$ cat config.mk
export PLATFORM = sky130hd
export DESIGN_NAME = comparator_control_logic
export DESIGN_NICKNAME = d
export VERILOG_FILES = /design/src/comparator_control_logic.v
export VERILOG_INCLUDE_DIRS = /design/src
export SDC_FILE = /design/constraint.sdc
export NUM_CORES = 1
export LEC_CHECK = 0
export BUFFER_PORTS_ARGS = -buffer_cell sky130_fd_sc_hd__buf_2
export CAP_MARGIN = 5
export CORE_MARGIN = 2
export CORE_UTILIZATION = 47
export CTS_CLUSTER_DIAMETER = 30
export DETAILED_ROUTE_END_ITERATION = 8
export PLACE_DENSITY = 0.85
export SYNTH_ARGS = -nofsm -noshare
export SYNTH_HDL_FRONTEND = slang
export SYNTH_SLANG_ARGS = --single-unit
$ cat constraint.sdc
create_clock -name I_REF_CLK -period 3.2 [get_ports I_REF_CLK]
set_clock_uncertainty 0.05 [all_clocks]
set_input_delay 0.16 -clock I_REF_CLK [delete_from_list [all_inputs] [get_ports I_REF_CLK]]
set_output_delay 0.16 -clock I_REF_CLK [all_outputs]
set_load 0.05 [all_outputs]
$ cat src/comparator_control_defines.vh
// Register offsets, field positions, reset values and widths for the comparator control logic.
// Assumes it is included by bare name from the design file that needs it.
`ifndef COMPARATOR_CONTROL_DEFINES_VH
`define COMPARATOR_CONTROL_DEFINES_VH

////////////////////////////////////////////////////////////////////////////////
// Bus geometry.
`define CMP_ADDR_W 8
`define CMP_DATA_W 32
`define CMP_CTRL_W 16

////////////////////////////////////////////////////////////////////////////////
// Register byte offsets.
`define CMP_OFF_CONTROL 8'h00
`define CMP_OFF_IRQ_STATUS 8'h04
`define CMP_OFF_IRQ_MASK 8'h08
`define CMP_OFF_LIVE 8'h0c

////////////////////////////////////////////////////////////////////////////////
// Control register fields.
`define CMP_BIT_ENABLE 10
`define CMP_FLD_INSEL_HI 9
`define CMP_FLD_INSEL_LO 8
`define CMP_FLD_ROUTE_HI 7
`define CMP_FLD_ROUTE_LO 6
`define CMP_BIT_POLARITY 5
`define CMP_BIT_HYST 2
`define CMP_BIT_RISE 1
`define CMP_BIT_FALL 0
`define CMP_CONTROL_RESET 16'h0000
`define CMP_CONTROL_WMASK 16'h07e4

////////////////////////////////////////////////////////////////////////////////
// Field codes.
`define CMP_INSEL_REFERENCE 2'h0
`define CMP_INSEL_ANALOG_OUT 2'h1
`define CMP_INSEL_CONV_PIN 2'h2
`define CMP_INSEL_RESERVED 2'h3
`define CMP_ROUTE_ADC_START 2'h0
`define CMP_ROUTE_PIN 2'h1
`define CMP_ROUTE_PLA 2'h2
`define CMP_ROUTE_IRQ 2'h3

////////////////////////////////////////////////////////////////////////////////
// Interrupt status and mask fields and reset values.
`define CMP_EVT_W 2
`define CMP_EVT_FALL 0
`define CMP_EVT_RISE 1
`define CMP_IRQ_STATUS_RESET 2'h0
`define CMP_IRQ_MASK_RESET 2'h0

`endif

$ cat src/comparator_control_logic.v
// Control and status logic around an on-chip voltage comparator, reached over APB.
// Assumes a single 10 MHz clock, an asynchronous comparator output and an APB master on the same clock.
`timescale 1ns/10ps
`include "comparator_control_defines.vh"

////////////////////////////////////////////////////////////////////////////////
// Operation
// - One 16-bit memory-mapped control register holds all settings except the interrupt mask, and both edge flags.
// - Comparator is powered only while the enable bit is one.
// - Negative input select: 00 reference, 01 analog output, 10 converter pin, 11 reserved.
// - Routing bits 7-6: 00 converter start, 01 pin, 10 logic array, 11 interrupt.
// - Polarity bit 5 low: high when positive above negative; high inverts this.
// - Bit 2 set enables about 7.5mV hysteresis; cleared gives none.
// - Rising edge sets flag bit 1; writing one to it clears it.
// - Falling edge sets flag bit 0; it stays set until software clears it.
module comparator_control_logic #(
  parameter ADDR_W = `CMP_ADDR_W,
  parameter DATA_W = `CMP_DATA_W
) (
  // Clock, reset and clock enable.
  input wire I_REF_CLK,
  input wire I_RESETN,
  input wire I_CE,
  // APB slave.
  input wire I_PSEL,
  input wire I_PENABLE,
  input wire I_PWRITE,
  input wire [ADDR_W-1:0] I_PADDR,
  input wire [DATA_W-1:0] I_PWDATA,
  output wire [DATA_W-1:0] O_PRDATA,
  output wire O_PREADY,
  output wire O_PSLVERR,
  // Analog comparator.
  input wire I_CMP_RAW,
  output wire O_CMP_POWER_EN,
  output wire [1:0] O_NEG_INPUT_SEL,
  output wire O_HYST_EN,
  // Routed result.
  output wire O_ADC_START,
  output wire O_CMP_OUT_PIN,
  output wire O_CMP_OUT_PIN_OE,
  output wire O_PLA_IN,
  output wire O_CMP_IRQ,
  // Block interrupt.
  output wire O_IRQ
);

  ////////////////////////////////////////////////////////////////////////////////
  // Functions.
  function [ADDR_W-1:0] word_addr;
    input [ADDR_W-1:0] addr;
    begin
      word_addr = {addr[ADDR_W-1:2], 2'b00};
    end
  endfunction

  function sticky_next;
    input cur;
    input set;
    input clr;
    begin
      // Set wins over a clear arriving in the same cycle.
      sticky_next = set | (cur & ~clr);
    end
  endfunction

  function route_is;
    input [1:0] sel;
    input [1:0] code;
    begin
      route_is = (sel == code);
    end
  endfunction

  ////////////////////////////////////////////////////////////////////////////////
  // Reset release.
  reg rst_meta_reg;
  reg rst_sync_reg;
  wire rst_n;

  always @(posedge I_REF_CLK or negedge I_RESETN) begin
    if (!I_RESETN) begin
      rst_meta_reg <= 1'b0;
      rst_sync_reg <= 1'b0;
    end else begin
      rst_meta_reg <= 1'b1;
      rst_sync_reg <= rst_meta_reg;
    end
  end

  assign rst_n = rst_sync_reg;

  ////////////////////////////////////////////////////////////////////////////////
  // Bus decode.
  reg rd_pending_reg;
  reg [DATA_W-1:0] prdata_reg;
  reg [DATA_W-1:0] rd_value;
  wire [ADDR_W-1:0] addr_w;
  wire sel_control;
  wire sel_status;
  wire sel_mask;
  wire sel_live;
  wire mapped;
  wire access_done;
  wire wr_en;

  assign addr_w = word_addr(I_PADDR);
  assign sel_control = (addr_w == `CMP_OFF_CONTROL);
  assign sel_status = (addr_w == `CMP_OFF_IRQ_STATUS);
  assign sel_mask = (addr_w == `CMP_OFF_IRQ_MASK);
  assign sel_live = (addr_w == `CMP_OFF_LIVE);
  assign mapped = sel_control | sel_status | sel_mask | sel_live;
  assign O_PREADY = I_CE & rd_pending_reg;
  assign access_done = I_PSEL & I_PENABLE & O_PREADY;
  assign wr_en = access_done & I_PWRITE & mapped;
  assign O_PSLVERR = access_done & ~mapped;
  assign O_PRDATA = prdata_reg;

  ////////////////////////////////////////////////////////////////////////////////
  // Comparator synchroniser and edge detection.
  reg cmp_s1_reg;
  reg cmp_s2_reg;
  reg cmp_s3_reg;
  reg cmp_level_reg;
  reg cmp_prev_reg;
  reg cmp_armed_reg;
  reg adc_start_reg;
  wire cmp_level_next;
  wire polarised;
  wire monitored;
  wire [1:0] live_value;
  wire rise_evt;
  wire fall_evt;

  ////////////////////////////////////////////////////////////////////////////////
  // Control and interrupt registers.
  reg cmp_enable_reg;
  reg [1:0] neg_input_select_reg;
  reg [1:0] output_routing_select_reg;
  reg output_polarity_reg;
  reg hysteresis_enable_reg;
  reg rising_edge_flag_reg;
  reg falling_edge_flag_reg;
  reg [`CMP_EVT_W-1:0] irq_status_reg;
  reg [`CMP_EVT_W-1:0] irq_mask_reg;
  wire [`CMP_CTRL_W-1:0] control_value;
  wire [`CMP_EVT_W-1:0] evt_vec;
  wire wr_control;
  wire wr_status;
  wire wr_mask;
  wire [1:0] insel_wr;
  wire rise_clr;
  wire fall_clr;
  wire [`CMP_EVT_W-1:0] status_clr;
  wire flag_any;

  assign wr_control = wr_en & sel_control;
  assign wr_status = wr_en & sel_status;
  assign wr_mask = wr_en & sel_mask;
  assign insel_wr = I_PWDATA[`CMP_FLD_INSEL_HI:`CMP_FLD_INSEL_LO];
  assign rise_clr = wr_control & I_PWDATA[`CMP_BIT_RISE];
  assign fall_clr = wr_control & I_PWDATA[`CMP_BIT_FALL];
  assign status_clr = {`CMP_EVT_W{wr_status}} & I_PWDATA[`CMP_EVT_W-1:0];
  assign flag_any = rising_edge_flag_reg | falling_edge_flag_reg;

  assign control_value = {
    5'h00,
    cmp_enable_reg,
    neg_input_select_reg,
    output_routing_select_reg,
    output_polarity_reg,
    2'h0,
    hysteresis_enable_reg,
    rising_edge_flag_reg,
    falling_edge_flag_reg
  };

  ////////////////////////////////////////////////////////////////////////////////
  // Three-stage synchroniser; a new level is accepted once stages two and three agree.
  always @(posedge I_REF_CLK or negedge rst_n) begin
    if (!rst_n) begin
      cmp_s1_reg <= 1'b0;
      cmp_s2_reg <= 1'b0;
      cmp_s3_reg <= 1'b0;
      cmp_level_reg <= 1'b0;
    end else if (I_CE) begin
      cmp_s1_reg <= I_CMP_RAW;
      cmp_s2_reg <= cmp_s1_reg;
      cmp_s3_reg <= cmp_s2_reg;
      cmp_level_reg <= cmp_level_next;
    end
  end

  assign cmp_level_next = (cmp_s2_reg == cmp_s3_reg) ? cmp_s3_reg : cmp_level_reg;

  // Polarity is applied after synchronisation so a polarity write looks like a transition.
  assign polarised = cmp_level_reg ^ output_polarity_reg;
  assign monitored = cmp_enable_reg & polarised;
  assign live_value = {cmp_level_reg, monitored};

  // The previous level follows the input even while disabled.
  always @(posedge I_REF_CLK or negedge rst_n) begin
    if (!rst_n) begin
      cmp_prev_reg <= 1'b0;
    end else if (I_CE) begin
      cmp_prev_reg <= polarised;
    end
  end

  // Edges wait one cycle after enabling, so an enable write with any polarity makes no edge.
  always @(posedge I_REF_CLK or negedge rst_n) begin
    if (!rst_n) begin
      cmp_armed_reg <= 1'b0;
    end else if (I_CE) begin
      cmp_armed_reg <= cmp_enable_reg;
    end
  end

  assign rise_evt = cmp_armed_reg & monitored & ~cmp_prev_reg;
  assign fall_evt = cmp_armed_reg & cmp_enable_reg & ~polarised & cmp_prev_reg;
  assign evt_vec = {rise_evt, fall_evt};

  ////////////////////////////////////////////////////////////////////////////////
  // Control register.
  always @(posedge I_REF_CLK or negedge rst_n) begin
    if (!rst_n) begin
      cmp_enable_reg <= 1'b0;
      neg_input_select_reg <= `CMP_INSEL_REFERENCE;
      output_routing_select_reg <= `CMP_ROUTE_ADC_START;
      output_polarity_reg <= 1'b0;
      hysteresis_enable_reg <= 1'b0;
      rising_edge_flag_reg <= 1'b0;
      falling_edge_flag_reg <= 1'b0;
    end else if (I_CE) begin
      if (wr_control) begin
        cmp_enable_reg <= I_PWDATA[`CMP_BIT_ENABLE];
        if (insel_wr != `CMP_INSEL_RESERVED) begin
          neg_input_select_reg <= insel_wr;
        end
        output_routing_select_reg <= I_PWDATA[`CMP_FLD_ROUTE_HI:`CMP_FLD_ROUTE_LO];
        output_polarity_reg <= I_PWDATA[`CMP_BIT_POLARITY];
        hysteresis_enable_reg <= I_PWDATA[`CMP_BIT_HYST];
      end
      rising_edge_flag_reg <= sticky_next(rising_edge_flag_reg, rise_evt, rise_clr);
      falling_edge_flag_reg <= sticky_next(falling_edge_flag_reg, fall_evt, fall_clr);
    end
  end

  ////////////////////////////////////////////////////////////////////////////////
  // Interrupt status and mask.
  integer k;
  wire [`CMP_EVT_W-1:0] irq_pending;

  always @(posedge I_REF_CLK or negedge rst_n) begin
    if (!rst_n) begin
      irq_status_reg <= `CMP_IRQ_STATUS_RESET;
      irq_mask_reg <= `CMP_IRQ_MASK_RESET;
    end else if (I_CE) begin
      for (k = 0; k < `CMP_EVT_W; k = k + 1) begin
        irq_status_reg[k] <= sticky_next(irq_status_reg[k], evt_vec[k], status_clr[k]);
      end
      if (wr_mask) begin
        irq_mask_reg <= I_PWDATA[`CMP_EVT_W-1:0];
      end
    end
  end

  assign irq_pending = irq_status_reg & irq_mask_reg;
  assign O_IRQ = |irq_pending;

  ////////////////////////////////////////////////////////////////////////////////
  // Read data and handshake.
  // Writes and unmapped addresses read as zero.
  always @* begin
    rd_value = {DATA_W{1'b0}};
    if (!I_PWRITE) begin
      case (1'b1)
        sel_control: begin
          rd_value = {{(DATA_W-`CMP_CTRL_W){1'b0}}, control_value};
        end
        sel_status: begin
          rd_value = {{(DATA_W-`CMP_EVT_W){1'b0}}, irq_status_reg};
        end
        sel_mask: begin
          rd_value = {{(DATA_W-`CMP_EVT_W){1'b0}}, irq_mask_reg};
        end
        sel_live: begin
          rd_value = {{(DATA_W-2){1'b0}}, live_value};
        end
        default: begin
          rd_value = {DATA_W{1'b0}};
        end
      endcase
    end
  end

  always @(posedge I_REF_CLK or negedge rst_n) begin
    if (!rst_n) begin
      rd_pending_reg <= 1'b0;
      prdata_reg <= {DATA_W{1'b0}};
    end else if (I_CE) begin
      if (I_PSEL && !I_PENABLE) begin
        rd_pending_reg <= 1'b1;
        prdata_reg <= rd_value;
      end else if (access_done) begin
        rd_pending_reg <= 1'b0;
      end
    end
  end

  ////////////////////////////////////////////////////////////////////////////////
  // Analog controls.
  assign O_CMP_POWER_EN = cmp_enable_reg;
  assign O_NEG_INPUT_SEL = neg_input_select_reg;
  assign O_HYST_EN = hysteresis_enable_reg;

  ////////////////////////////////////////////////////////////////////////////////
  // Output routing.
  // One-hot view of the routing field.
  wire route_adc;
  wire route_pin;
  wire route_pla;
  wire route_irq;

  assign route_adc = route_is(output_routing_select_reg, `CMP_ROUTE_ADC_START);
  assign route_pin = route_is(output_routing_select_reg, `CMP_ROUTE_PIN);
  assign route_pla = route_is(output_routing_select_reg, `CMP_ROUTE_PLA);
  assign route_irq = route_is(output_routing_select_reg, `CMP_ROUTE_IRQ);

  always @(posedge I_REF_CLK or negedge rst_n) begin
    if (!rst_n) begin
      adc_start_reg <= 1'b0;
    end else if (I_CE) begin
      adc_start_reg <= rise_evt & route_adc;
    end
  end

  assign O_ADC_START = adc_start_reg;
  assign O_CMP_OUT_PIN = monitored & route_pin;
  assign O_CMP_OUT_PIN_OE = cmp_enable_reg & route_pin;
  assign O_PLA_IN = monitored & route_pla;
  assign O_CMP_IRQ = route_irq & flag_any;

endmodule

==> results.py, run 1 <==
metrics = {
    "synth": {
        "netlist_instances": 140,
        "yosysMostFrequentCell": "dfrtp_1",
        "synth_top_cells_by_count": "dfrtp_1, buf_4, mux2_2, nor2_1",
        "post_synth_edffs": 0,
        "ys_seq_area_frac": 0.510,
        "async_flop_share": 1.00,
        "ys_ff_latch": 32,
        "synth_area_um2": 1570,
        "synth.top_cell.area_share": 0.510,
        "yosysUniqueCellTypes": 34,
        "synth_flop_cell": "dfrtp_1",
        "postSynthAreaPerCell_um2": 11.2,
        "post_synth_main_area_contributors": "dfrtp_1, buf_4, mux2_2",
        "synth_largest_area_cell": "dfrtp_1",
        "synth-warning-count": 0,
    },
    "floorplanning": {
        "core_region_area_um2": 3130,
        "floorplan.die_area_um2": 3820,
        "die_width_um": 61.8,
        "pin_count": 91,
        "start_util": 0.502,
        "row_count": 20,
        "die_height_um": 61.8,
    },
    "clock_tree": {
        "cts_max_path_buffers": 2,
        "postCtsResizedCells": 0,
        "cts_made_buffers": 5,
        "clkSinkCount": 32,
        "cts_tree": "yes",
        "clock_tree.htree_level_count": 2,
        "worst_skew_pair.late_latency_ns": 0.34,
        "cts.clk_slew.worst_paths_ns": 0.10,
        "cts-root-buf": "clkbuf_4",
    },
    "sta": {
        "max-slew-margin-rel": 0.634,
        "max_clock_freq_mhz": 556,
        "number_of_hold_violations_in_the_final_report": 0,
        "grt_setup_unrepaired": "false",
        "final-max-slew-violation-count": 0,
        "layout_min_cycle_time_ns": 1.80,
        "min_period_over_period": 0.562,
        "least_margin_pin_slew_ns": 0.547,
        "fin_ws_ns": 1.40,
        "final_setup_violations": 0,
        "totalNegativeSetupSlack_ns": 0,
    },
    "grt": {
        "m3_gr_usage": 0.0455,
        "globalRouteTotalUtil": 0.173,
        "antenna_found_initial": 0,
        "overflow": 0,
        "use_met1": 0.215,
        "grt_pass1_wl_um": 4640,
        "gr-max-usage-layer": "met2",
        "first_global_vias": 1085,
        "groute.layer.met2.usage": 0.269,
        "grt_start_max_net_pins": 31,
    },
    "detailed_routing": {
        "wirelength_um": 2860,
        "drt_pass1_iterations": 4,
        "route.vias.total": 1172,
        "post_drt_wl_per_cell_um": 12.1,
        "1st_iter_drt_viols": 15,
        "ant_nets": 0,
        "drt-vias-per-instance": 4.95,
        "drcViolationCount": 0,
    },
    "setup_path": {
        "critical_path.endpoint_type": "output port",
        "start_kind": "flip-flop",
        "timing.critical_path.required_ns": 2.99,
        "critical_path.max_fanout": 6,
        "critPathArrivalTime_ns": 1.59,
        "crit_type": "flip-flop to output port",
        "setup.worst_path.start": "cmp_level_reg$_DFFE_PN0P_",
        "worst_r2r_startpoint": "rd_pending_reg$_DFFE_PN0P_",
    },
    "run": {
        "count_of_maximum_capacitance_violations": 0,
    },
    "cells_and_area": {
        "final_cells": 237,
        "final_design_area_no_fill_um2": 1890,
        "flip_flop_count_of_the_largest_register_all_copies_and_words_added": 9,
        "fillCellCount": 281,
        "multi_input_comb_area_um2": 649,
        "proportion_of_layout_cells_with_a_drive_suffix_above_1": 0.368,
        "antenna-diode-count": 0,
        "synthToLayoutAreaGrowth_pct": 20.3,
        "final_net_count": 239,
        "seq_area_um2": 801,
    },
    "pwr": {
        "p_leak_uw": 0.00103,
        "worst_vdd_rail_ir_drop_uv": 319,
        "p_per_area_nw_per_um2": 487,
        "total_power_uw": 920,
    },
    "placement": {
        "post_dp_cell_area_um2": 1730,
        "place_worst_setup_slack_ns": 1.25,
        "replace_congestion": 0.810,
        "portBuffers": 42,
        "estimated_wirelength_of_the_detail_placed_design_um": 2120,
        "dp.cells": 223,
    },
    "min_path": {
        "hold_path_startpoint": "I_PWDATA[9]",
        "hold_path_class": "input pin to flip-flop",
    },
    "outcome": {
        "status": "completed",
    },
}
-- critical path: stages (launching register included) --
cell      delay (ns)
dfrtp_1         0.44
xnor2_1         0.23
nor4bb_1        0.26
buf_2           0.31
-- per-layer routing --
metal / vias to the layer above / part of all wire
met5: - / 0
met4: 0 / 0.026
met3: 10 / 0.054
met2: 45 / 0.50
met1: 557 / 0.42
li1: 560 / -
-- final cells by class --
cell class                 count  area share
clock inverter                 1      0.0159
tap                           44      0.0291
multi-input combinational    101       0.344
sequential                    32       0.424
inverter                       3     0.00596
clock buffer                   7      0.0344
timing repair buffer          49       0.147
-- kinds of logic after synthesis --
kind of cell | synth area share
and+or+nand+nor | 0.147
other | 0.00478
xor gates and xnor gates | 0.00558
DFF | 0.510
buffers and inverters | 0.129
AOI/OAI and AO/OA | 0.131
muxes | 0.0717
-- power by group --
group | total, uW | switching, uW | internal, uW
Combinational | 142 | 106 | 36.6
Clock | 342 | 135 | 207
Sequential | 435 | 14.3 | 420
-- worst paths after layout --
check / cells after the start / slack [ns] / to
max in group asynchronous: 1 / 2.62 / O_PRDATA[7]$_DFFE_PN0P_
min in group asynchronous: 2 / 0.07 / rst_meta_reg$_DFF_PN0_
setup / recovery: 3 / 1.40 / O_PLA_IN
hold reg to reg: 1 / 0.21 / cmp_level_reg$_DFFE_PN0P_
setup reg to reg: 3 / 1.52 / output_routing_select_reg[1]$_DFFE_PN0P_
hold / removal: 2 / 0.02 / O_NEG_INPUT_SEL[1]$_DFFE_PN0P_
-- cell usage in the layout, fill, tap and decap left out, types with 2 or more instances in the layout --
master	Yosys	final
a21o_1	2	2
a21oi_1	4	4
a221o_1	2	2
a22o_2	7	7
a22oi_1	2	2
buf_2	0	42
clkbuf_4	0	5
clkbuf_8	0	2
conb_1	2	24
dfrtp_1	32	32
dlygate4sd3_1	0	6
inv_1	3	3
mux2_2	10	10
nand2_1	7	7
nand2b_1	2	2
nand4_1	5	5
nor2_1	10	10
nor2b_1	3	3
o21ai_0	6	6
o22a_1	2	2
-- per-stage QoR --
| step | util | hold WS, ns |
|---|---|---|
| finish | 0.604 | 0.0180 |
| global route | 0.604 | 0.00505 |
| CTS | 0.604 | 0.00925 |
| detailed placement | 0.554 | -0.102 |
| global placement | 0.554 | -0.105 |
| floorplan | - | -0.186 |
-- timing repair --
action / CTS / global route
setup buffers: 0 / 0
hold endpoints to repair: 7 / 0
hold buffers: 6 / 0
Note: power is estimated with default switching activity, not from simulation.
==> run 2: changes to the inputs <==
- CORE_UTILIZATION: 47 -> 43
- PLACE_DENSITY: 0.85 -> 0.79
- clock period: 3.2 -> 1.85 ns (I/O delays scaled with it)
==> results.py, run 2 (synthesis gave the netlist of run 1 again) <==
metrics = {
    "cells_and_area": {
        "final_net_count": 251,
        "post-route-util": 0.588,
        "synthToLayoutAreaGrowth_pct": 27.8,
        "final_design_area_no_fill_um2": 2010,
        "antenna-diode-count": 0,
        "mostFrequentLayoutCell": "buf_2",
        "most_used_cells_in_the_layout_excluding_fill_and_tap_cells": "buf_2, dfrtp_1, conb_1",
        "flip_flop_count_of_the_largest_register_all_copies_and_words_added": 9,
        "proportion_of_layout_cells_with_a_drive_suffix_above_1": 0.380,
    },
    "pwr": {
        "worst_vdd_rail_ir_drop_uv": 543,
        "p_sw_uw": 448,
        "total_power_uw": 1540,
        "power_report.internal_total_uw": 1090,
        "p_leak_uw": 0.00107,
        "switching_share": 0.291,
        "comb_power_share": 0.177,
        "p_clk_frac": 0.334,
        "share_seq_of_total_power": 0.489,
        "p_per_area_nw_per_um2": 768,
    },
    "min_path": {
        "hold_path_class": "input pin to flip-flop",
        "timing.hold.worst_path_depth": 3,
        "hold-path-endpoint": "irq_status_reg[1]$_DFFE_PN0P_",
        "hold_path_startpoint": "I_PWDATA[1]",
    },
    "setup_path": {
        "start_kind": "flip-flop",
        "path_delay_family": "buffers and inverters",
        "crit_chain": "xnor2_1 > buf_4 > nor4bb_2 > clkbuf_4",
        "cp.buffers_inverters": 2,
        "regToRegEndpoint": "output_routing_select_reg[0]$_DFFE_PN0P_",
        "cpPeakStageDelay_ns": 0.44,
        "critical_path.endpoint_type": "output port",
        "r2r_slack_ns": 0.45,
        "critical_path.max_fanout": 6,
        "r2r.worst_path.cells": 4,
        "crit_type": "flip-flop to output port",
        "critical-path-slowest-cell": "dfrtp_1",
        "critPathArrivalTime_ns": 1.61,
        "timing.critical_path.required_ns": 1.71,
        "worst_r2r_startpoint": "rd_pending_reg$_DFFE_PN0P_",
    },
    "sta": {
        "whs_ns": 0.0256,
        "max_clock_freq_mhz": 570,
        "final_setup_violations": 0,
        "min_period_over_period": 0.948,
        "number_of_hold_violations_in_the_final_report": 0,
        "fin_ws_ns": 0.0962,
        "final-max-slew-violation-count": 0,
        "grt_setup_unrepaired": "false",
        "layout_min_cycle_time_ns": 1.75,
    },
    "grt": {
        "grt_start_max_net_pins": 26,
        "overflow": 0,
        "first_global_vias": 1088,
        "grt_pass1_wl_um": 4930,
        "antenna_found_initial": 0,
        "globalRouteTotalUtil": 0.161,
    },
    "clock_tree": {
        "clkSinkCount": 32,
        "cts_tree": "yes",
        "clock_tree.htree_level_count": 2,
        "postCtsSetupRepairBufs": 0,
        "cts_made_buffers": 5,
        "cts-root-buf": "clkbuf_4",
        "cts_max_path_buffers": 2,
        "worst_skew_pair.late_latency_ns": 0.33,
        "cts.clk_slew.worst_paths_ns": 0.10,
    },
    "floorplanning": {
        "core_region_area_um2": 3420,
        "floorplan.die_area_um2": 4150,
        "die_height_um": 64.4,
        "start_util": 0.460,
        "pin_count": 91,
        "row_count": 21,
        "die_width_um": 64.4,
    },
    "detailed_routing": {
        "1st_iter_drt_viols": 27,
        "wirelength_um": 3060,
        "route.vias.total": 1186,
        "ant_nets": 0,
        "drt_pass1_iterations": 4,
        "post_drt_wl_per_cell_um": 12.2,
        "drt-vias-per-instance": 4.73,
        "drcViolationCount": 0,
    },
    "placement": {
        "estimated_wirelength_of_the_detail_placed_design_um": 2230,
        "post_dp_cell_area_um2": 1810,
        "replace_congestion": 0.799,
        "place_worst_setup_slack_ns": 0.162,
        "portBuffers": 42,
    },
    "run": {
        "count_of_maximum_capacitance_violations": 0,
    },
    "outcome": {
        "status": "completed",
    },
}
[run 2: changes by cell type in the layout (fill, tap and decap cells not counted), sizes merged]
cell / change
dlygate4sd3: +6
buf: +5
clkinv: +1
[run 2: through the flow]
stage | instances | TNS [ns]
floorplan | 162 | -0.0901
global placement | 231 | 0
detailed placement | 231 | 0
CTS | 251 | 0
global route | 251 | 0
finish | 251 | 0
[run 2: worst max path at each step]
stage                          startpoint                      end  slack, ns  depth (start not counted)
4_1_cts         cmp_level_reg$_DFFE_PN0P_                 O_PLA_IN       0.06                          4
2_1_floorplan  O_CMP_POWER_EN$_DFFE_PN0P_                 O_PLA_IN      -0.09                          1
3_5_place_dp                   I_PADDR[5]  O_PRDATA[1]$_DFFE_PN0P_       0.16                          6
3_3_place_gp                   I_PADDR[5]  O_PRDATA[0]$_DFFE_PN0P_       0.17                          6
5_1_grt         cmp_level_reg$_DFFE_PN0P_                 O_PLA_IN       0.01                          4
6_report        cmp_level_reg$_DFFE_PN0P_                 O_PLA_IN        0.1                          4
[run 2: cell type report]
cell class / count / area, um^2
Tap cell: 46 / 57.6
Timing Repair Buffer: 61 / 398
Inverter: 3 / 11.3
Clock inverter: 2 / 35.0
Sequential cell: 32 / 801
Fill cell: 299 / 1410
Multi-Input combinational cell: 101 / 663
Clock buffer: 6 / 41.3
[run 2: worst reg2reg max path: stages, from the launching register on]
cell	delay, ns
dfrtp_1	0.41
and4_1	0.22
nand4_1	0.10
buf_4	0.18
mux2_2	0.35
[run 2: power groups by stage]
stage | Sequential, uW | Combinational [uW] | Clock (uW)
final | 754 | 272 | 514
after global routing | 758 | 293 | 566
after CTS | 754 | 273 | 528
after detailed placement | 768 | 253 | 0
after global placement | 767 | 249 | 0
after floorplan | 771 | 218 | 0
[run 2: what timing repair did]
action                                  4_1_cts  5_1_grt
hold endpoints to repair                     12        0
endpoints found under the setup margin        0        1
gates resized for setup                       0        1
hold buffers                                 12        0
[run 2: per-layer routing]
metal | global-route usage | up-vias | wire, um
met3 | 0.0556 | 11 | 187
met1 | 0.187 | 548 | 1270
li1 | - | 582 | -
met4 | 0.0824 | 0 | 96
met2 | 0.263 | 45 | 1510
met5 | 0 | - | 0
==> run 3: changes to the inputs <==
- RECOVER_POWER: not set -> 50
==> results.py, run 3 (synthesis gave the netlist of run 1 again) <==
metrics = {
    "detailed_routing": {
        "wirelength_um": 3060,
        "1st_iter_drt_viols": 28,
        "route.vias.total": 1184,
        "post_drt_wl_per_cell_um": 12.2,
        "ant_nets": 0,
        "drcViolationCount": 0,
        "drt-vias-per-instance": 4.72,
        "drt_pass1_iterations": 4,
    },
    "clock_tree": {
        "cts_made_buffers": 5,
        "cts-root-buf": "clkbuf_4",
        "cts.clk_slew.worst_paths_ns": 0.10,
        "worst_skew_pair.late_latency_ns": 0.33,
        "cts_max_path_buffers": 2,
        "clock_tree.htree_level_count": 2,
        "clkSinkCount": 32,
        "cts_tree": "yes",
    },
    "placement": {
        "place_worst_setup_slack_ns": 0.162,
        "portBuffers": 42,
        "estimated_wirelength_of_the_detail_placed_design_um": 2230,
        "replace_congestion": 0.799,
        "post_dp_cell_area_um2": 1810,
    },
    "outcome": {
        "status": "completed",
    },
    "floorplanning": {
        "die_width_um": 64.4,
        "core_region_area_um2": 3420,
        "row_count": 21,
        "die_height_um": 64.4,
        "pin_count": 91,
        "start_util": 0.460,
        "floorplan.die_area_um2": 4150,
    },
    "pwr": {
        "share_seq_of_total_power": 0.490,
        "p_sw_uw": 448,
        "switching_share": 0.291,
        "comb_power_share": 0.176,
        "power_report.internal_total_uw": 1090,
        "p_leak_uw": 0.00106,
        "worst_vdd_rail_ir_drop_uv": 543,
        "p_per_area_nw_per_um2": 770,
        "p_clk_frac": 0.334,
        "total_power_uw": 1540,
    },
    "sta": {
        "max_clock_freq_mhz": 570,
        "least_margin_pin_slew_ns": 0.600,
        "totalNegativeSetupSlack_ns": 0,
        "layout_min_cycle_time_ns": 1.75,
        "fin_ws_ns": 0.0961,
        "final_setup_violations": 0,
        "max-slew-margin-rel": 0.600,
        "min_period_over_period": 0.948,
        "final-max-slew-violation-count": 0,
        "whs_ns": 0.0257,
        "number_of_hold_violations_in_the_final_report": 0,
        "grt_setup_unrepaired": "false",
    },
    "setup_path": {
        "critical-path-slowest-cell": "dfrtp_1",
        "critPathArrivalTime_ns": 1.61,
        "cp.buffers_inverters": 2,
        "crit_chain": "xnor2_1 > buf_4 > nor4bb_2 > clkbuf_4",
        "crit_type": "flip-flop to output port",
        "r2r.worst_path.cells": 4,
        "regToRegEndpoint": "output_routing_select_reg[0]$_DFFE_PN0P_",
        "path_delay_family": "buffers and inverters",
        "critical_path.endpoint_type": "output port",
        "timing.critical_path.required_ns": 1.71,
        "r2r_slack_ns": 0.45,
        "cpPeakStageDelay_ns": 0.44,
        "worst_r2r_startpoint": "rd_pending_reg$_DFFE_PN0P_",
        "critical_path.max_fanout": 6,
        "start_kind": "flip-flop",
    },
    "cells_and_area": {
        "final_design_area_no_fill_um2": 2000,
        "mostFrequentLayoutCell": "buf_2",
        "flip_flop_count_of_the_largest_register_all_copies_and_words_added": 9,
        "most_used_cells_in_the_layout_excluding_fill_and_tap_cells": "buf_2, dfrtp_1, conb_1",
        "synthToLayoutAreaGrowth_pct": 27.3,
        "proportion_of_layout_cells_with_a_drive_suffix_above_1": 0.371,
        "final_net_count": 251,
        "antenna-diode-count": 0,
    },
    "grt": {
        "m3_gr_usage": 0.0556,
        "grt_start_max_net_pins": 26,
        "use_met1": 0.187,
        "globalRouteTotalUtil": 0.161,
        "grt_pass1_wl_um": 4930,
        "overflow": 0,
        "gr-max-usage-layer": "met2",
        "groute.layer.met2.usage": 0.263,
        "first_global_vias": 1088,
        "antenna_found_initial": 0,
    },
    "min_path": {
        "hold-path-endpoint": "irq_status_reg[1]$_DFFE_PN0P_",
        "hold_path_class": "input pin to flip-flop",
        "hold_path_startpoint": "I_PWDATA[1]",
        "timing.hold.worst_path_depth": 3,
    },
    "run": {
        "count_of_maximum_capacitance_violations": 0,
    },
}
==> run 3: cell count changes in the layout (fill, tap and decap cells not counted), sizes merged <==
cell,change
buf,-3
clkbuf,+3
==> run 3: worst min-delay path, stage by stage <==
cell and delay (ns):
buf_2 0.11, nand4_1 0.08, a21o_1 0.10
==> run 3: cell type report <==
class	count	area [um^2]
multi-input combinational	101	663
clock inverter	2	35.0
sequential	32	801
clock buffer	6	41.3
tap	46	57.6
inverter	3	11.3
timing repair buffer	61	390
fill	301	1420
==> run 3: how the worst max path moves through the flow <==
| stage | slack (ns) | depth (start not counted) | start | end |
|---|---|---|---|---|
| after floorplan | -0.09 | 1 | O_CMP_POWER_EN$_DFFE_PN0P_ | O_PLA_IN |
| after global placement | 0.17 | 6 | I_PADDR[5] | O_PRDATA[0]$_DFFE_PN0P_ |
| after detailed placement | 0.16 | 6 | I_PADDR[5] | O_PRDATA[1]$_DFFE_PN0P_ |
| after CTS | 0.06 | 4 | cmp_level_reg$_DFFE_PN0P_ | O_PLA_IN |
| after global routing | 0.01 | 4 | cmp_level_reg$_DFFE_PN0P_ | O_PLA_IN |
| final | 0.1 | 4 | cmp_level_reg$_DFFE_PN0P_ | O_PLA_IN |
==> run 3: power by group through the flow <==
stage | Sequential [uW] | Combinational [uW] | Clock, uW
final | 754 | 271 | 515
after global routing | 758 | 291 | 566
after CTS | 754 | 273 | 528
after detailed placement | 768 | 253 | 0
after global placement | 767 | 249 | 0
after floorplan | 771 | 218 | 0
==> run 3: per-layer routing <==
layer,up-vias,part of all wire
met5,-,0
li1,582,-
met1,546,0.41
met4,0,0.031
met2,45,0.49
met3,11,0.062
==> run 3: repair_timing <==
item,4_1_cts,5_1_grt
setup endpoints to repair,0,1
setup buffers,0,0
gates resized for setup,0,1
hold buffers,12,0
endpoints found under the hold margin,12,0
==> run 3: stage by stage <==
stage          utilization  cells
2_1_floorplan            -    162
3_3_place_gp         0.529    231
3_5_place_dp         0.529    231
4_1_cts              0.587    251
5_1_grt              0.585    251
6_report             0.585    251
